### src/pgsel_regs.svh
// register offsets, fields, reset values and event indices
`ifndef PGSEL_REGS_SVH
`define PGSEL_REGS_SVH
// ----------------------------------------------------------------
// sizes
// ----------------------------------------------------------------
`define PGSEL_GROUPS        8
`define PGSEL_EVENTS        29
// ----------------------------------------------------------------
// register byte offsets
// ----------------------------------------------------------------
`define PGSEL_OFF_CTRL      8'h00
`define PGSEL_OFF_FORCE     8'h04
`define PGSEL_OFF_REMOTE    8'h08
`define PGSEL_OFF_STATUS    8'h0C
`define PGSEL_OFF_EVENT     8'h10
`define PGSEL_OFF_STAMP     8'h14
`define PGSEL_OFF_TIME      8'h18
// ----------------------------------------------------------------
// fields
// ----------------------------------------------------------------
`define PGSEL_CTRL_USED     2:0
`define PGSEL_CTRL_FORCE    3
`define PGSEL_CTRL_STORE    5:4
`define PGSEL_SEL_FIELD     3:0
`define PGSEL_ST_ACTIVE     2:0
`define PGSEL_ST_REQ        15:8
`define PGSEL_ST_FAIL       18:16
`define PGSEL_EV_CODE       4:0
`define PGSEL_EV_ON         5
`define PGSEL_EV_VALID      6
// ----------------------------------------------------------------
// reset values
// ----------------------------------------------------------------
`define PGSEL_RST_USED      3'h0
`define PGSEL_RST_FORCE_EN  1'h0
`define PGSEL_RST_STORE     2'h3
`define PGSEL_RST_SEL       4'h0
`define PGSEL_RST_ACTIVE    3'h0
// ----------------------------------------------------------------
// event indices (code reported on the event port)
// ----------------------------------------------------------------
`define PGSEL_EV_ENABLED    0
`define PGSEL_EV_REQ        7
`define PGSEL_EV_REMOTE     15
`define PGSEL_EV_LOCAL      16
`define PGSEL_EV_FORCE      17
`define PGSEL_EV_FAIL_CFG   18
`define PGSEL_EV_FAIL_FORCE 19
`define PGSEL_EV_FAIL_PRIO  20
`define PGSEL_EV_ACTIVE     21
`endif

### src/pgsel_pkg.sv
// types shared by the group selector files
package pgsel_pkg;
  typedef logic [2:0]  pgsel_grp_type;
  typedef logic [4:0]  pgsel_evt_type;
  typedef logic [7:0]  pgsel_vec_type;
  typedef logic [31:0] pgsel_word_type;
endpackage

### src/pgsel_top.sv
// parameter group priority selector with apb registers and event output
//
// Decided for this implementation: the APB register port and the placing of the registers.
`timescale 1ns/1ps
`include "pgsel_regs.svh"
// Notes on behaviour
// - fixed priority, group 1 highest, group 8 lowest.
// - each request may be a short pulse or a held level.
// - group 1 held ignores all other requests.
// - group 2 held ignores all but group 1.
// - held group 3 to 7 blocks every lower group.
// - held group 8 never blocks anything.
// - no automatic return to group 1; only a group 1 request.
// - every status change raises an event carrying a time stamp.
// - setting picks whether on, off or both events are stored.
// - remote and local change requests raise on and off events.
// - request for an unconfigured group rejected with a failure event pair.
// - request losing to higher priority rejected with a failure event pair.
// - forced request while forcing disabled rejected with a failure pair.
// - remote change request raises on when asserted, off when released.
// - pulse selected group stays active until another request arrives.
// - forcing enabled overrides inputs; forced choice alone decides.
// - remote request cannot win over a higher held group.
// - after reset only group 1 enabled and active; logic idle.
module pgsel_top (
  input  wire logic                      I_CLOCK,
  input  wire logic                      I_RST,
  input  wire logic                      I_PSEL,
  input  wire logic                      I_PENABLE,
  input  wire logic                      I_PWRITE,
  input  wire logic [7:0]                I_PADDR,
  input  wire pgsel_pkg::pgsel_word_type I_PWDATA,
  output pgsel_pkg::pgsel_word_type      O_PRDATA,
  output logic                           O_PREADY,
  output logic                           O_PSLVERR,
  input  wire pgsel_pkg::pgsel_vec_type  I_GROUP_REQ,
  output pgsel_pkg::pgsel_grp_type       O_ACTIVE_GROUP,
  output pgsel_pkg::pgsel_vec_type       O_ACTIVE_ONEHOT,
  output logic                           O_EVT_VALID,
  output pgsel_pkg::pgsel_evt_type       O_EVT_CODE,
  output logic                           O_EVT_ON,
  output pgsel_pkg::pgsel_word_type      O_EVT_STAMP
);
  import pgsel_pkg::*;

  // ----------------------------------------------------------------
  // declarations
  // ----------------------------------------------------------------
  pgsel_vec_type  req_s1_reg;
  pgsel_vec_type  req_s2_reg;
  logic [2:0]     used_reg;
  logic           force_en_reg;
  logic [1:0]     store_reg;
  logic [3:0]     force_sel_reg;
  logic [3:0]     remote_sel_reg;
  logic           remote_pulse_reg;
  pgsel_grp_type  active_reg;
  pgsel_grp_type  active_next;
  pgsel_word_type time_reg;
  pgsel_word_type prdata_reg;
  pgsel_word_type rd_mux;
  pgsel_evt_type  last_code_reg;
  logic           last_on_reg;
  logic           last_valid_reg;
  logic           evt_fresh_reg;
  pgsel_word_type last_stamp_reg;
  pgsel_vec_type  cfg_mask;
  pgsel_vec_type  force_oh;
  pgsel_vec_type  remote_oh;
  pgsel_vec_type  active_oh;
  pgsel_vec_type  req_all;
  pgsel_vec_type  req_cfg;
  pgsel_grp_type  win;
  logic           found;
  logic           lose;
  logic           force_ok;
  logic           fail_cfg;
  logic           fail_force;
  logic           fail_prio;
  logic           mapped;
  logic           setup;
  logic           access;
  logic           wr_en;
  logic           rd_event;
  logic [`PGSEL_EVENTS-1:0] ev_level;
  logic           evt_valid;
  pgsel_evt_type  evt_code;
  logic           evt_on;
  pgsel_word_type evt_stamp;

  // ----------------------------------------------------------------
  // request input synchroniser
  // ----------------------------------------------------------------
  always_ff @(posedge I_CLOCK) begin
    if (I_RST) begin
      req_s1_reg <= 8'h00;
      req_s2_reg <= 8'h00;
    end else begin
      req_s1_reg <= I_GROUP_REQ;
      req_s2_reg <= req_s1_reg;
    end
  end

  // ----------------------------------------------------------------
  // per group masks
  // ----------------------------------------------------------------
  genvar g;
  generate
    for (g = 0; g < `PGSEL_GROUPS; g = g + 1) begin : g_grp
      assign cfg_mask[g]  = (3'(g) <= used_reg);
      assign force_oh[g]  = (force_sel_reg == 4'(g + 1));
      assign remote_oh[g] = (remote_sel_reg == 4'(g + 1));
      assign active_oh[g] = (active_reg == 3'(g));
    end
  endgenerate

  // ----------------------------------------------------------------
  // request resolution
  // ----------------------------------------------------------------
  // pulses and levels share one vector
  assign req_all = req_s2_reg | (remote_oh & {8{remote_pulse_reg}});
  assign req_cfg = req_all & cfg_mask;

  always_comb begin
    found = 1'b0;
    lose  = 1'b0;
    win   = 3'h0;
    for (int i = 0; i < `PGSEL_GROUPS; i++) begin
      if (req_cfg[i]) begin
        if (found) begin
          lose = 1'b1;
        end else begin
          found = 1'b1;
          win   = 3'(i);
        end
      end
    end
  end

  assign force_ok = |(force_oh & cfg_mask);

  always_comb begin
    active_next = active_reg;
    if (force_en_reg) begin
      if (force_ok) begin
        active_next = 3'(force_sel_reg - 4'h1);
      end
    end else if (found) begin
      active_next = win;
    end
  end

  // ----------------------------------------------------------------
  // failure levels
  // ----------------------------------------------------------------
  assign fail_cfg = (|(req_all & ~cfg_mask))
                    || (force_en_reg && (|force_oh) && !force_ok);
  assign fail_force = (|force_oh) && !force_en_reg;
  assign fail_prio  = lose && !force_en_reg;

  // ----------------------------------------------------------------
  // active group register
  // ----------------------------------------------------------------
  always_ff @(posedge I_CLOCK) begin
    if (I_RST) begin
      active_reg <= `PGSEL_RST_ACTIVE;
    end else begin
      active_reg <= active_next;
    end
  end

  always_ff @(posedge I_CLOCK) begin
    if (I_RST) begin
      O_ACTIVE_GROUP  <= `PGSEL_RST_ACTIVE;
      O_ACTIVE_ONEHOT <= 8'h01;
    end else begin
      O_ACTIVE_GROUP  <= active_next;
      O_ACTIVE_ONEHOT <= 8'(8'h01 << active_next);
    end
  end

  // ----------------------------------------------------------------
  // apb decode
  // ----------------------------------------------------------------
  assign setup    = I_PSEL && !I_PENABLE;
  assign access   = I_PSEL && I_PENABLE;
  assign wr_en    = access && I_PWRITE && mapped;
  assign rd_event = access && !I_PWRITE && (I_PADDR == `PGSEL_OFF_EVENT);

  always_comb begin
    mapped = 1'b1;
    rd_mux = 32'h00000000;
    case (I_PADDR)
      `PGSEL_OFF_CTRL: begin
        rd_mux[`PGSEL_CTRL_USED]  = used_reg;
        rd_mux[`PGSEL_CTRL_FORCE] = force_en_reg;
        rd_mux[`PGSEL_CTRL_STORE] = store_reg;
      end
      `PGSEL_OFF_FORCE: begin
        rd_mux[`PGSEL_SEL_FIELD] = force_sel_reg;
      end
      `PGSEL_OFF_REMOTE: begin
        rd_mux[`PGSEL_SEL_FIELD] = remote_sel_reg;
      end
      `PGSEL_OFF_STATUS: begin
        rd_mux[`PGSEL_ST_ACTIVE] = active_reg;
        rd_mux[`PGSEL_ST_REQ]    = req_s2_reg;
        rd_mux[`PGSEL_ST_FAIL]   = {fail_prio, fail_force, fail_cfg};
      end
      `PGSEL_OFF_EVENT: begin
        rd_mux[`PGSEL_EV_CODE]  = last_code_reg;
        rd_mux[`PGSEL_EV_ON]    = last_on_reg;
        rd_mux[`PGSEL_EV_VALID] = last_valid_reg;
      end
      `PGSEL_OFF_STAMP: begin
        rd_mux = last_stamp_reg;
      end
      `PGSEL_OFF_TIME: begin
        rd_mux = time_reg;
      end
      default: begin
        mapped = 1'b0;
      end
    endcase
  end

  assign O_PREADY  = access;
  assign O_PSLVERR = access && !mapped;
  assign O_PRDATA  = prdata_reg;

  // read data caught in the setup cycle
  always_ff @(posedge I_CLOCK) begin
    if (I_RST) begin
      prdata_reg <= 32'h00000000;
    end else if (setup) begin
      prdata_reg <= rd_mux;
    end
  end

  // ----------------------------------------------------------------
  // control registers
  // ----------------------------------------------------------------
  always_ff @(posedge I_CLOCK) begin
    if (I_RST) begin
      used_reg     <= `PGSEL_RST_USED;
      force_en_reg <= `PGSEL_RST_FORCE_EN;
      store_reg    <= `PGSEL_RST_STORE;
    end else if (wr_en && (I_PADDR == `PGSEL_OFF_CTRL)) begin
      used_reg     <= I_PWDATA[`PGSEL_CTRL_USED];
      force_en_reg <= I_PWDATA[`PGSEL_CTRL_FORCE];
      store_reg    <= I_PWDATA[`PGSEL_CTRL_STORE];
    end
  end

  always_ff @(posedge I_CLOCK) begin
    if (I_RST) begin
      force_sel_reg <= `PGSEL_RST_SEL;
    end else if (wr_en && (I_PADDR == `PGSEL_OFF_FORCE)) begin
      force_sel_reg <= I_PWDATA[`PGSEL_SEL_FIELD];
    end
  end

  // remote write gives a one cycle request pulse unless forcing is on or the selection written is 0
  always_ff @(posedge I_CLOCK) begin
    if (I_RST) begin
      remote_sel_reg   <= `PGSEL_RST_SEL;
      remote_pulse_reg <= 1'b0;
    end else begin
      remote_pulse_reg <= 1'b0;
      if (wr_en && (I_PADDR == `PGSEL_OFF_REMOTE)) begin
        remote_sel_reg   <= I_PWDATA[`PGSEL_SEL_FIELD];
        remote_pulse_reg <= !force_en_reg && (I_PWDATA[`PGSEL_SEL_FIELD] != 4'h0);
      end
    end
  end

  // ----------------------------------------------------------------
  // time base
  // ----------------------------------------------------------------
  always_ff @(posedge I_CLOCK) begin
    if (I_RST) begin
      time_reg <= 32'h00000000;
    end else begin
      time_reg <= time_reg + 32'h00000001;
    end
  end

  // ----------------------------------------------------------------
  // event sources and issuer
  // ----------------------------------------------------------------
  assign ev_level = {active_oh,
                     fail_prio, fail_force, fail_cfg,
                     force_en_reg,
                     |force_oh,
                     |remote_oh,
                     req_s2_reg,
                     cfg_mask[7:1]};

  pgsel_evq u_evq (
    .i_clk       (I_CLOCK),
    .i_rst       (I_RST),
    .i_level     (ev_level),
    .i_store_on  (store_reg[0]),
    .i_store_off (store_reg[1]),
    .i_stamp     (time_reg),
    .o_valid     (evt_valid),
    .o_code      (evt_code),
    .o_on        (evt_on),
    .o_stamp     (evt_stamp)
  );

  assign O_EVT_VALID = evt_valid;
  assign O_EVT_CODE  = evt_code;
  assign O_EVT_ON    = evt_on;
  assign O_EVT_STAMP = evt_stamp;

  // ----------------------------------------------------------------
  // last event holding register
  // ----------------------------------------------------------------
  always_ff @(posedge I_CLOCK) begin
    if (I_RST) begin
      last_code_reg  <= 5'h00;
      last_on_reg    <= 1'b0;
      last_stamp_reg <= 32'h00000000;
    end else if (evt_valid) begin
      last_code_reg  <= evt_code;
      last_on_reg    <= evt_on;
      last_stamp_reg <= evt_stamp;
    end
  end

  // new event since the read setup keeps valid set
  always_ff @(posedge I_CLOCK) begin
    if (I_RST) begin
      evt_fresh_reg <= 1'b0;
    end else if (setup) begin
      evt_fresh_reg <= evt_valid;
    end else begin
      evt_fresh_reg <= evt_fresh_reg || evt_valid;
    end
  end

  always_ff @(posedge I_CLOCK) begin
    if (I_RST) begin
      last_valid_reg <= 1'b0;
    end else if (evt_valid) begin
      last_valid_reg <= 1'b1;
    end else if (rd_event && !evt_fresh_reg) begin
      last_valid_reg <= 1'b0;
    end
  end
endmodule

### src/pgsel_evq.sv
// event edge detector and one-per-cycle event issuer
`timescale 1ns/1ps
`include "pgsel_regs.svh"
module pgsel_evq (
  input  wire logic                     i_clk,
  input  wire logic                     i_rst,
  input  wire logic [`PGSEL_EVENTS-1:0] i_level,
  input  wire logic                     i_store_on,
  input  wire logic                     i_store_off,
  input  wire pgsel_pkg::pgsel_word_type i_stamp,
  output logic                          o_valid,
  output pgsel_pkg::pgsel_evt_type      o_code,
  output logic                          o_on,
  output pgsel_pkg::pgsel_word_type     o_stamp
);
  import pgsel_pkg::*;

  logic [`PGSEL_EVENTS-1:0] prev_reg;
  logic [`PGSEL_EVENTS-1:0] pend_on_reg;
  logic [`PGSEL_EVENTS-1:0] pend_off_reg;
  logic [`PGSEL_EVENTS-1:0] grant_on;
  logic [`PGSEL_EVENTS-1:0] grant_off;
  pgsel_evt_type            sel;
  logic                     sel_on;
  logic                     hit;

  // ----------------------------------------------------------------
  // per event edge capture
  // ----------------------------------------------------------------
  genvar g;
  generate
    for (g = 0; g < `PGSEL_EVENTS; g = g + 1) begin : g_ev
      assign grant_on[g]  = hit && sel_on && (sel == 5'(g));
      assign grant_off[g] = hit && !sel_on && (sel == 5'(g));
      always_ff @(posedge i_clk) begin
        if (i_rst) begin
          prev_reg[g]     <= 1'b0;
          pend_on_reg[g]  <= 1'b0;
          pend_off_reg[g] <= 1'b0;
        end else begin
          prev_reg[g] <= i_level[g];
          // new edge wins over the grant clear
          pend_on_reg[g] <= (i_level[g] && !prev_reg[g] && i_store_on)
                            || (pend_on_reg[g] && !grant_on[g]);
          pend_off_reg[g] <= (!i_level[g] && prev_reg[g] && i_store_off)
                             || (pend_off_reg[g] && !grant_off[g]);
        end
      end
    end
  endgenerate

  // ----------------------------------------------------------------
  // pick lowest pending, on before off
  // ----------------------------------------------------------------
  always_comb begin
    hit    = 1'b0;
    sel    = 5'h00;
    sel_on = 1'b0;
    for (int i = 0; i < `PGSEL_EVENTS; i++) begin
      if (!hit && pend_on_reg[i]) begin
        hit    = 1'b1;
        sel    = 5'(i);
        sel_on = 1'b1;
      end
    end
    for (int i = 0; i < `PGSEL_EVENTS; i++) begin
      if (!hit && pend_off_reg[i]) begin
        hit = 1'b1;
        sel = 5'(i);
      end
    end
  end

  // ----------------------------------------------------------------
  // issue with time stamp
  // ----------------------------------------------------------------
  always_ff @(posedge i_clk) begin
    if (i_rst) begin
      o_valid <= 1'b0;
      o_code  <= 5'h00;
      o_on    <= 1'b0;
      o_stamp <= 32'h00000000;
    end else begin
      o_valid <= hit;
      if (hit) begin
        o_code  <= sel;
        o_on    <= sel_on;
        o_stamp <= i_stamp;
      end
    end
  end
endmodule

### config.mk
export PLATFORM = sky130hd
export DESIGN_NAME = pgsel_top
export DESIGN_NICKNAME = d
export VERILOG_FILES = /design/src/pgsel_pkg.sv /design/src/pgsel_top.sv /design/src/pgsel_evq.sv
export VERILOG_INCLUDE_DIRS = /design/src
export SDC_FILE = /design/constraint.sdc
export NUM_CORES = 1
export LEC_CHECK = 0
export ABC_AREA = 1
export BUFFER_PORTS_ARGS = -buffer_cell sky130_fd_sc_hd__buf_2
export CAP_MARGIN = 0
export CORE_MARGIN = 2
export CORE_UTILIZATION = 55
export DETAILED_ROUTE_END_ITERATION = 16
export HOLD_SLACK_MARGIN = 0.12
export MAX_ROUTING_LAYER = met4
export PLACE_DENSITY_LB_ADDON = 0.2
export SLEW_MARGIN = 5
export SYNTH_ARGS = -nofsm -noshare
export SYNTH_HDL_FRONTEND = slang
export SYNTH_SLANG_ARGS = --single-unit
### constraint.sdc
create_clock -name I_CLOCK -period 9.7 [get_ports I_CLOCK]
set_input_delay 0 -clock I_CLOCK [delete_from_list [all_inputs] [get_ports I_CLOCK]]
set_output_delay 0 -clock I_CLOCK [all_outputs]
set_load 0.01 [all_outputs]
==> results of run 1 <==
cell usage after synthesis (all sizes together) (7+ instances only):
library cell	number
a21oi	125
buf	14
clkbuf	49
dfxtp	272
inv	215
nand2	281
nand3	61
nand4	37
nor2	341
nor3	38
nor4	9
o21ai	119
o221ai	18
o41ai	7
layer usage:
metal / wire, um / up-vias / part of all wire / track usage
met4: 1400 / 0 / 0.043 / 0.117
met3: 1800 / 87 / 0.055 / 0.0346
met2: 15300 / 359 / 0.47 / 0.482
met5: 0 / - / 0 / -
li1: - / 5615 / - / -
met1: 14300 / 5223 / 0.44 / 0.380
worst max path at each step:
stage | cells past startpoint | endpoint | from | slack [ps]
floorplan | 32 | u_evq.o_on | u_evq.pend_on_reg[2] | 5420
global placement | 32 | u_evq.o_code[4] | u_evq.pend_on_reg[2] | 4660
detailed placement | 32 | u_evq.o_stamp[31] | u_evq.pend_on_reg[2] | 4570
CTS | 31 | u_evq.o_code[3] | u_evq.pend_on_reg[2] | 4450
global route | 32 | u_evq.o_on | u_evq.pend_on_reg[2] | 3740
finish | 32 | u_evq.o_code[4] | u_evq.pend_on_reg[2] | 4440
metrics by stage:
stage / instance area [um2] / utilization / cells / hold slack [ps]
finish: 14000 / 0.664 / 2071 / 177
floorplan: 11800 / - / 1648 / 107
global route: 14000 / 0.664 / 2071 / 210
detailed placement: 12500 / 0.593 / 1978 / 209
CTS: 14000 / 0.664 / 2071 / 136
global placement: 12500 / 0.593 / 1978 / 200
power by group through the flow:
stage               combinational [uW]  clock (uW)  sequential (uW)
global route                       353        1330             1220
floorplan                          205           0             1240
global placement                   294           0             1240
finish                             314        1270             1220
CTS                                312        1280             1210
detailed placement                 299           0             1240
layout make-up:
| class | count | share of cell area |
|---|---|---|
| Clock buffer | 42 | 0.0612 |
| Clock inverter | 14 | 0.0192 |
| Tap cell | 275 | 0.0246 |
| Inverter | 218 | 0.0586 |
| Multi-Input combinational cell | 1095 | 0.377 |
| Sequential cell | 272 | 0.389 |
| Timing Repair Buffer | 155 | 0.0703 |
cell families (layout without fill, tap and decap cells):
logic type / count (synthesis) / after routing / synth area share
AO/OA/AOI/OAI: 313 / 313 / 0.151
adder cells (fa/ha/maj): 5 / 5 / 0.00528
AND/OR/NAND/NOR: 775 / 775 / 0.286
buffers and inverters: 281 / 429 / 0.0964
XOR/XNOR: 2 / 2 / 0.00148
flip-flops: 272 / 272 / 0.460
critical path: cells and delay by family, from the launching register on:
kind	cells	cell delay, ps
flops	1	340
simple gates	32	4800
==> flow_results.xml, run 1 <==
<?xml version="1.0" encoding="UTF-8"?>
<metrics>
  <group name="status">
    <metric name="run_status" unit="">complete, no violations</metric>
  </group>
  <group name="worst_setup_path">
    <metric name="cp.required" unit="ps">10150</metric>
    <metric name="crit_path_top_delay_cell" unit="">sky130_fd_sc_hd__dfxtp_1</metric>
    <metric name="ff2ff_path_depth" unit="">32</metric>
    <metric name="critPathMaxFanout" unit="">4</metric>
    <metric name="rr_startpoint" unit="">u_evq.pend_on_reg[2]</metric>
    <metric name="start_kind" unit="">flop</metric>
    <metric name="worst_setup_path_end_kind" unit="">flop</metric>
    <metric name="reg2reg_to" unit="">u_evq.o_code[4]</metric>
    <metric name="setup.worst_path.class" unit="">flop to flop</metric>
    <metric name="timing.reg2reg.setup_slack" unit="ps">4440</metric>
    <metric name="max_stage_delay" unit="ps">340</metric>
    <metric name="cp.arrival" unit="ps">5710</metric>
    <metric name="cp_common_cell" unit="">sky130_fd_sc_hd__nor2_2</metric>
  </group>
  <group name="routing">
    <metric name="routed-via-count" unit="">11300</metric>
    <metric name="wl_per_cell" unit="um">15.8</metric>
    <metric name="routed_wirelength" unit="um">32800</metric>
    <metric name="viasPerCell" unit="">5.45</metric>
    <metric name="first_iter_violations" unit="">1103</metric>
    <metric name="drt.antenna.violating_nets" unit="">0</metric>
    <metric name="dr.pass1.iters" unit="">5</metric>
    <metric name="detail_route.drc_violations" unit="">0</metric>
  </group>
  <group name="die">
    <metric name="start_util" unit="">0.562</metric>
    <metric name="num_io_pins" unit="">137</metric>
    <metric name="floorplan.die_area" unit="um2">22700</metric>
    <metric name="die_height" unit="um">151</metric>
    <metric name="placementRows" unit="">53</metric>
    <metric name="fp.dieW" unit="um">151</metric>
    <metric name="placeableCoreArea" unit="um2">21100</metric>
  </group>
  <group name="power_and_ir_drop">
    <metric name="design_power_total" unit="uW">2800</metric>
    <metric name="power.static_leakage" unit="uW">0.00598</metric>
    <metric name="cell_internal_pwr" unit="uW">2080</metric>
    <metric name="seq_power_share" unit="">0.434</metric>
    <metric name="p_switching" unit="uW">717</metric>
    <metric name="switch_share" unit="">0.256</metric>
    <metric name="clockPowerShare" unit="">0.454</metric>
    <metric name="vdd_ir_drop_max" unit="uV">159</metric>
    <metric name="power_frac_comb" unit="">0.112</metric>
    <metric name="pwr_density_cell" unit="nW/um2">200</metric>
  </group>
  <group name="hold_path">
    <metric name="whs_endpoint" unit="">remote_pulse_reg</metric>
    <metric name="timing.hold.worst_path_depth" unit="">6</metric>
    <metric name="hp-class" unit="">primary input to flop</metric>
    <metric name="min-delay-start" unit="">I_PADDR[0]</metric>
  </group>
  <group name="synthesis">
    <metric name="synth_cell_type_count" unit="">45</metric>
    <metric name="post-synth-top-area-cell" unit="">sky130_fd_sc_hd__dfxtp_1</metric>
    <metric name="synth.avg_cell_area" unit="um2">7.19</metric>
    <metric name="synthArstFlopShare" unit="">0</metric>
    <metric name="synthTopCellsByArea" unit="">sky130_fd_sc_hd__dfxtp_1 46%, sky130_fd_sc_hd__nor2_1 9.6%, sky130_fd_sc_hd__nand2_1 8.9%</metric>
    <metric name="synth-edff-count" unit="">0</metric>
    <metric name="yosysSeqAreaShare" unit="">0.460</metric>
    <metric name="synth_cells" unit="">1648</metric>
    <metric name="synth_nets" unit="">1706</metric>
    <metric name="number_of_flip_flops_and_latches_in_the_synthesized_netlist" unit="">272</metric>
    <metric name="synth_warnings" unit="">0</metric>
    <metric name="synth_area" unit="um2">11800</metric>
    <metric name="synth_top_cell_area_share" unit="">0.460</metric>
    <metric name="synth_top_flop_cell" unit="">sky130_fd_sc_hd__dfxtp_1</metric>
  </group>
  <group name="placed_design">
    <metric name="portBuffers" unit="">110</metric>
    <metric name="gp_congestion" unit="">0.912</metric>
    <metric name="dpl.hpwl" unit="um">22300</metric>
    <metric name="place_worst_setup_slack" unit="ps">4570</metric>
  </group>
  <group name="layout">
    <metric name="antenna_cell_count" unit="">0</metric>
    <metric name="nNetsFinal" unit="">1830</metric>
    <metric name="area_delta_synth_final" unit="%">18.1</metric>
    <metric name="sequential_cell_area" unit="um2">5450</metric>
    <metric name="final_cell_mix" unit="">303 x sky130_fd_sc_hd__nor2_1, 281 x sky130_fd_sc_hd__nand2_1, 272 x sky130_fd_sc_hd__dfxtp_1, 214 x sky130_fd_sc_hd__inv_1, 125 x sky130_fd_sc_hd__a21oi_1</metric>
    <metric name="area_of_the_multi_input_gates" unit="um2">5280</metric>
    <metric name="final_layout_size_suffix_gt1_frac" unit="">0.124</metric>
    <metric name="final_common_cell" unit="">sky130_fd_sc_hd__nor2_1</metric>
    <metric name="final.fill_count" unit="">1827</metric>
  </group>
  <group name="sta">
    <metric name="worst-slew-pin-transition" unit="ps">1200</metric>
    <metric name="timing.fmax" unit="MHz">190</metric>
    <metric name="finalCriticalPeriod" unit="ps">5260</metric>
    <metric name="setup_repair_after_global_routing_missed_its_margin" unit="">false</metric>
    <metric name="setup_ws" unit="ps">4440</metric>
    <metric name="final-max-slew-violation-count" unit="">0</metric>
    <metric name="slew_headroom" unit="">0.197</metric>
    <metric name="setup_viol_count_final" unit="">0</metric>
    <metric name="timing_hold_violations_final" unit="">0</metric>
    <metric name="fin_tns_setup" unit="ps">0</metric>
    <metric name="share_of_the_clock_period_used_by_the_worst_path_after_layout" unit="">0.542</metric>
    <metric name="finalClockSkew" unit="ps">11.2</metric>
  </group>
  <group name="cts">
    <metric name="cts_hold_repair.buffers" unit="">37</metric>
    <metric name="tritoncts" unit="">done</metric>
    <metric name="clock_sink_count" unit="">272</metric>
    <metric name="cts-buffers-inserted" unit="">30</metric>
    <metric name="cts.path.max_buffers" unit="">3</metric>
    <metric name="cts_setup_buffers" unit="">0</metric>
    <metric name="clock_latency_reported_for_the_late_side_of_the_worst_skew_pair" unit="ps">550</metric>
    <metric name="clockRootBuffer" unit="">sky130_fd_sc_hd__clkbuf_16</metric>
    <metric name="htree_num_levels" unit="">1</metric>
    <metric name="worst_setup_hold_path_clk_slew" unit="ps">60</metric>
    <metric name="post_cts_resized" unit="">0</metric>
  </group>
  <group name="grt">
    <metric name="first_global_vias" unit="">10600</metric>
    <metric name="grt_first_pass_wirelength" unit="um">52400</metric>
    <metric name="globalRoute.totalOverflow" unit="">0</metric>
    <metric name="grt_util_all_layers" unit="">0.297</metric>
    <metric name="maximum_number_of_pins_on_one_net_before_global_route_repair" unit="">99</metric>
    <metric name="grt_antenna_before_repair" unit="">0</metric>
  </group>
  <group name="flow_run">
    <metric name="max-cap-violations" unit="">0</metric>
  </group>
</metrics>
(Power assumes the default switching activity.)
==> run 2, diff against run 1 <==
clock period = 5.3 ns   (was 9.7 ns; I/O delays follow)
==> flow_results.xml, run 2 (synthesis gave the netlist of run 1 again) <==
<?xml version="1.0" encoding="UTF-8"?>
<metrics>
  <group name="routing">
    <metric name="routed_wirelength" unit="um">34900</metric>
    <metric name="first_iter_violations" unit="">986</metric>
    <metric name="drt.antenna.violating_nets" unit="">0</metric>
    <metric name="wl_per_cell" unit="um">16.6</metric>
    <metric name="dr.pass1.iters" unit="">6</metric>
    <metric name="viasPerCell" unit="">5.54</metric>
    <metric name="routed-via-count" unit="">11600</metric>
    <metric name="detail_route.drc_violations" unit="">0</metric>
  </group>
  <group name="cts">
    <metric name="clock_latency_reported_for_the_late_side_of_the_worst_skew_pair" unit="ps">560</metric>
    <metric name="cts-buffers-inserted" unit="">29</metric>
    <metric name="tritoncts" unit="">done</metric>
    <metric name="cts.path.max_buffers" unit="">3</metric>
    <metric name="clockRootBuffer" unit="">sky130_fd_sc_hd__clkbuf_16</metric>
    <metric name="clock_sink_count" unit="">272</metric>
    <metric name="worst_setup_hold_path_clk_slew" unit="ps">60</metric>
    <metric name="htree_num_levels" unit="">1</metric>
  </group>
  <group name="layout">
    <metric name="fin_area" unit="um2">14300</metric>
    <metric name="nNetsFinal" unit="">1856</metric>
    <metric name="final_cell_mix" unit="">301 x sky130_fd_sc_hd__nor2_1, 280 x sky130_fd_sc_hd__nand2_1, 270 x sky130_fd_sc_hd__dfxtp_1, 214 x sky130_fd_sc_hd__inv_1, 124 x sky130_fd_sc_hd__a21oi_1</metric>
    <metric name="area_of_the_multi_input_gates" unit="um2">5360</metric>
    <metric name="final_layout_size_suffix_gt1_frac" unit="">0.142</metric>
    <metric name="sequential_cell_area" unit="um2">5450</metric>
    <metric name="area_delta_synth_final" unit="%">20.5</metric>
    <metric name="final.fill_count" unit="">1810</metric>
    <metric name="final_common_cell" unit="">sky130_fd_sc_hd__nor2_1</metric>
  </group>
  <group name="die">
    <metric name="num_io_pins" unit="">137</metric>
    <metric name="start_util" unit="">0.562</metric>
    <metric name="die_height" unit="um">151</metric>
    <metric name="fp.dieW" unit="um">151</metric>
    <metric name="placementRows" unit="">53</metric>
    <metric name="placeableCoreArea" unit="um2">21100</metric>
    <metric name="floorplan.die_area" unit="um2">22700</metric>
  </group>
  <group name="sta">
    <metric name="worst-slew-pin-transition" unit="ps">1260</metric>
    <metric name="setup_repair_after_global_routing_missed_its_margin" unit="">true</metric>
    <metric name="final-max-slew-violation-count" unit="">0</metric>
    <metric name="share_of_the_clock_period_used_by_the_worst_path_after_layout" unit="">1.01</metric>
    <metric name="slew_headroom" unit="">0.151</metric>
    <metric name="setup_ws" unit="ps">-64.2</metric>
    <metric name="timing_hold_violations_final" unit="">0</metric>
    <metric name="finalCriticalPeriod" unit="ps">5360</metric>
    <metric name="timing.fmax" unit="MHz">186</metric>
    <metric name="finalClockSkew" unit="ps">6.10</metric>
    <metric name="setup_viol_count_final" unit="">5</metric>
  </group>
  <group name="power_and_ir_drop">
    <metric name="pwr_density_cell" unit="nW/um2">352</metric>
    <metric name="power.static_leakage" unit="uW">0.00612</metric>
    <metric name="design_power_total" unit="uW">5030</metric>
    <metric name="vdd_ir_drop_max" unit="uV">318</metric>
  </group>
  <group name="worst_setup_path">
    <metric name="cp_common_cell" unit="">sky130_fd_sc_hd__nor2_2</metric>
    <metric name="start_kind" unit="">flop</metric>
    <metric name="max_stage_delay" unit="ps">360</metric>
    <metric name="worst_setup_path_end_kind" unit="">flop</metric>
    <metric name="path_buf_inv" unit="">0</metric>
    <metric name="crit_path_top_delay_cell" unit="">sky130_fd_sc_hd__dfxtp_4</metric>
    <metric name="setup.worst_path.class" unit="">flop to flop</metric>
    <metric name="cp.arrival" unit="ps">5810</metric>
    <metric name="critPathMaxFanout" unit="">4</metric>
    <metric name="cp.required" unit="ps">5750</metric>
    <metric name="crit_family" unit="">simple AND/OR/NAND/NOR gates</metric>
  </group>
  <group name="flow_run">
    <metric name="max-cap-violations" unit="">0</metric>
  </group>
  <group name="hold_path">
    <metric name="hp-class" unit="">primary input to flop</metric>
  </group>
  <group name="grt">
    <metric name="first_global_vias" unit="">10700</metric>
    <metric name="globalRoute.totalOverflow" unit="">0</metric>
    <metric name="grt_antenna_before_repair" unit="">1</metric>
    <metric name="grt_first_pass_wirelength" unit="um">52800</metric>
    <metric name="grt_util_all_layers" unit="">0.299</metric>
    <metric name="maximum_number_of_pins_on_one_net_before_global_route_repair" unit="">99</metric>
  </group>
  <group name="status">
    <metric name="run_status" unit="">finished with violations</metric>
    <metric name="violations_in_the_final_reports" unit="">setup timing</metric>
  </group>
  <group name="placed_design">
    <metric name="portBuffers" unit="">110</metric>
    <metric name="gp_congestion" unit="">0.942</metric>
    <metric name="post_dp_cell_area" unit="um2">12500</metric>
    <metric name="dpl.hpwl" unit="um">22200</metric>
  </group>
</metrics>
==> run 2: cell types whose count changed in the layout (fill, tap and decap cells not counted), sizes merged <==
cell / previous run / this run
buf: 118 / 142
bufinv: 7 / 3
clkinv: 8 / 15
clkinvlp: 2 / 1
diode: 0 / 1
dlygate4sd3: 37 / 36
==> run 2: final cells by class <==
type | count | area share
antenna | 1 | 0.000175
inverter | 218 | 0.0574
tap | 275 | 0.0241
sequential | 272 | 0.382
clock buffer | 38 | 0.0581
timing repair buffer | 182 | 0.0904
clock inverter | 16 | 0.0121
multi-input combinational | 1095 | 0.376
==> run 2: timing repair <==
item,CTS,global route
buffers inserted,0,23
endpoints found under the setup margin,0,42
gates resized for setup,0,21
hold buffers,36,0
hold endpoints to repair,57,0
==> run 2: final timing paths <==
check / from / end / slack (ps) / cells after the start
worst min register to register: req_s1_reg[4] / req_s2_reg[4] / 410 / 2
worst max-delay path: u_evq.pend_on_reg[0] / u_evq.o_code[4] / -60 / 32
worst max register to register: u_evq.pend_on_reg[0] / u_evq.o_code[4] / -60 / 32
worst min-delay path: I_PADDR[6] / O_PRDATA[3] / 140 / 7
==> run 2: worst reg2reg max path, delay by kind of cell, from the launching register on <==
| family | cells | cell delay, ps |
|---|---|---|
| and+or+nand+nor | 32 | 4910 |
| DFF | 1 | 360 |
==> run 2: power by group <==
group | leakage [uW] | switching (uW) | internal [uW]
logic | 0.00340 | 423 | 270
clock network | 0.000505 | 861 | 1250
registers | 0.00222 | 76.8 | 2150
total | 0.00612 | 1360 | 3670
==> run 2: per-layer routing <==
layer	track usage	vias up	wire length, um
met5	-	-	0
li1	-	5668	-
met1	0.378	5422	14700
met4	0.111	0	1350
met3	0.0401	102	2290
met2	0.491	425	16500
==> run 2: per-stage QoR <==
stage	std cells	hold slack (ps)	TNS (ps)	worst slack [ps]	utilization
6_report	2097	144	-186	-64.2	0.677
5_1_grt	2097	213	-14770	-546	0.677
4_1_cts	2068	122	0	228	0.658
3_5_place_dp	1978	206	0	271	0.593
3_3_place_gp	1978	200	0	365	0.593
2_1_floorplan	1648	107	0	1020	-
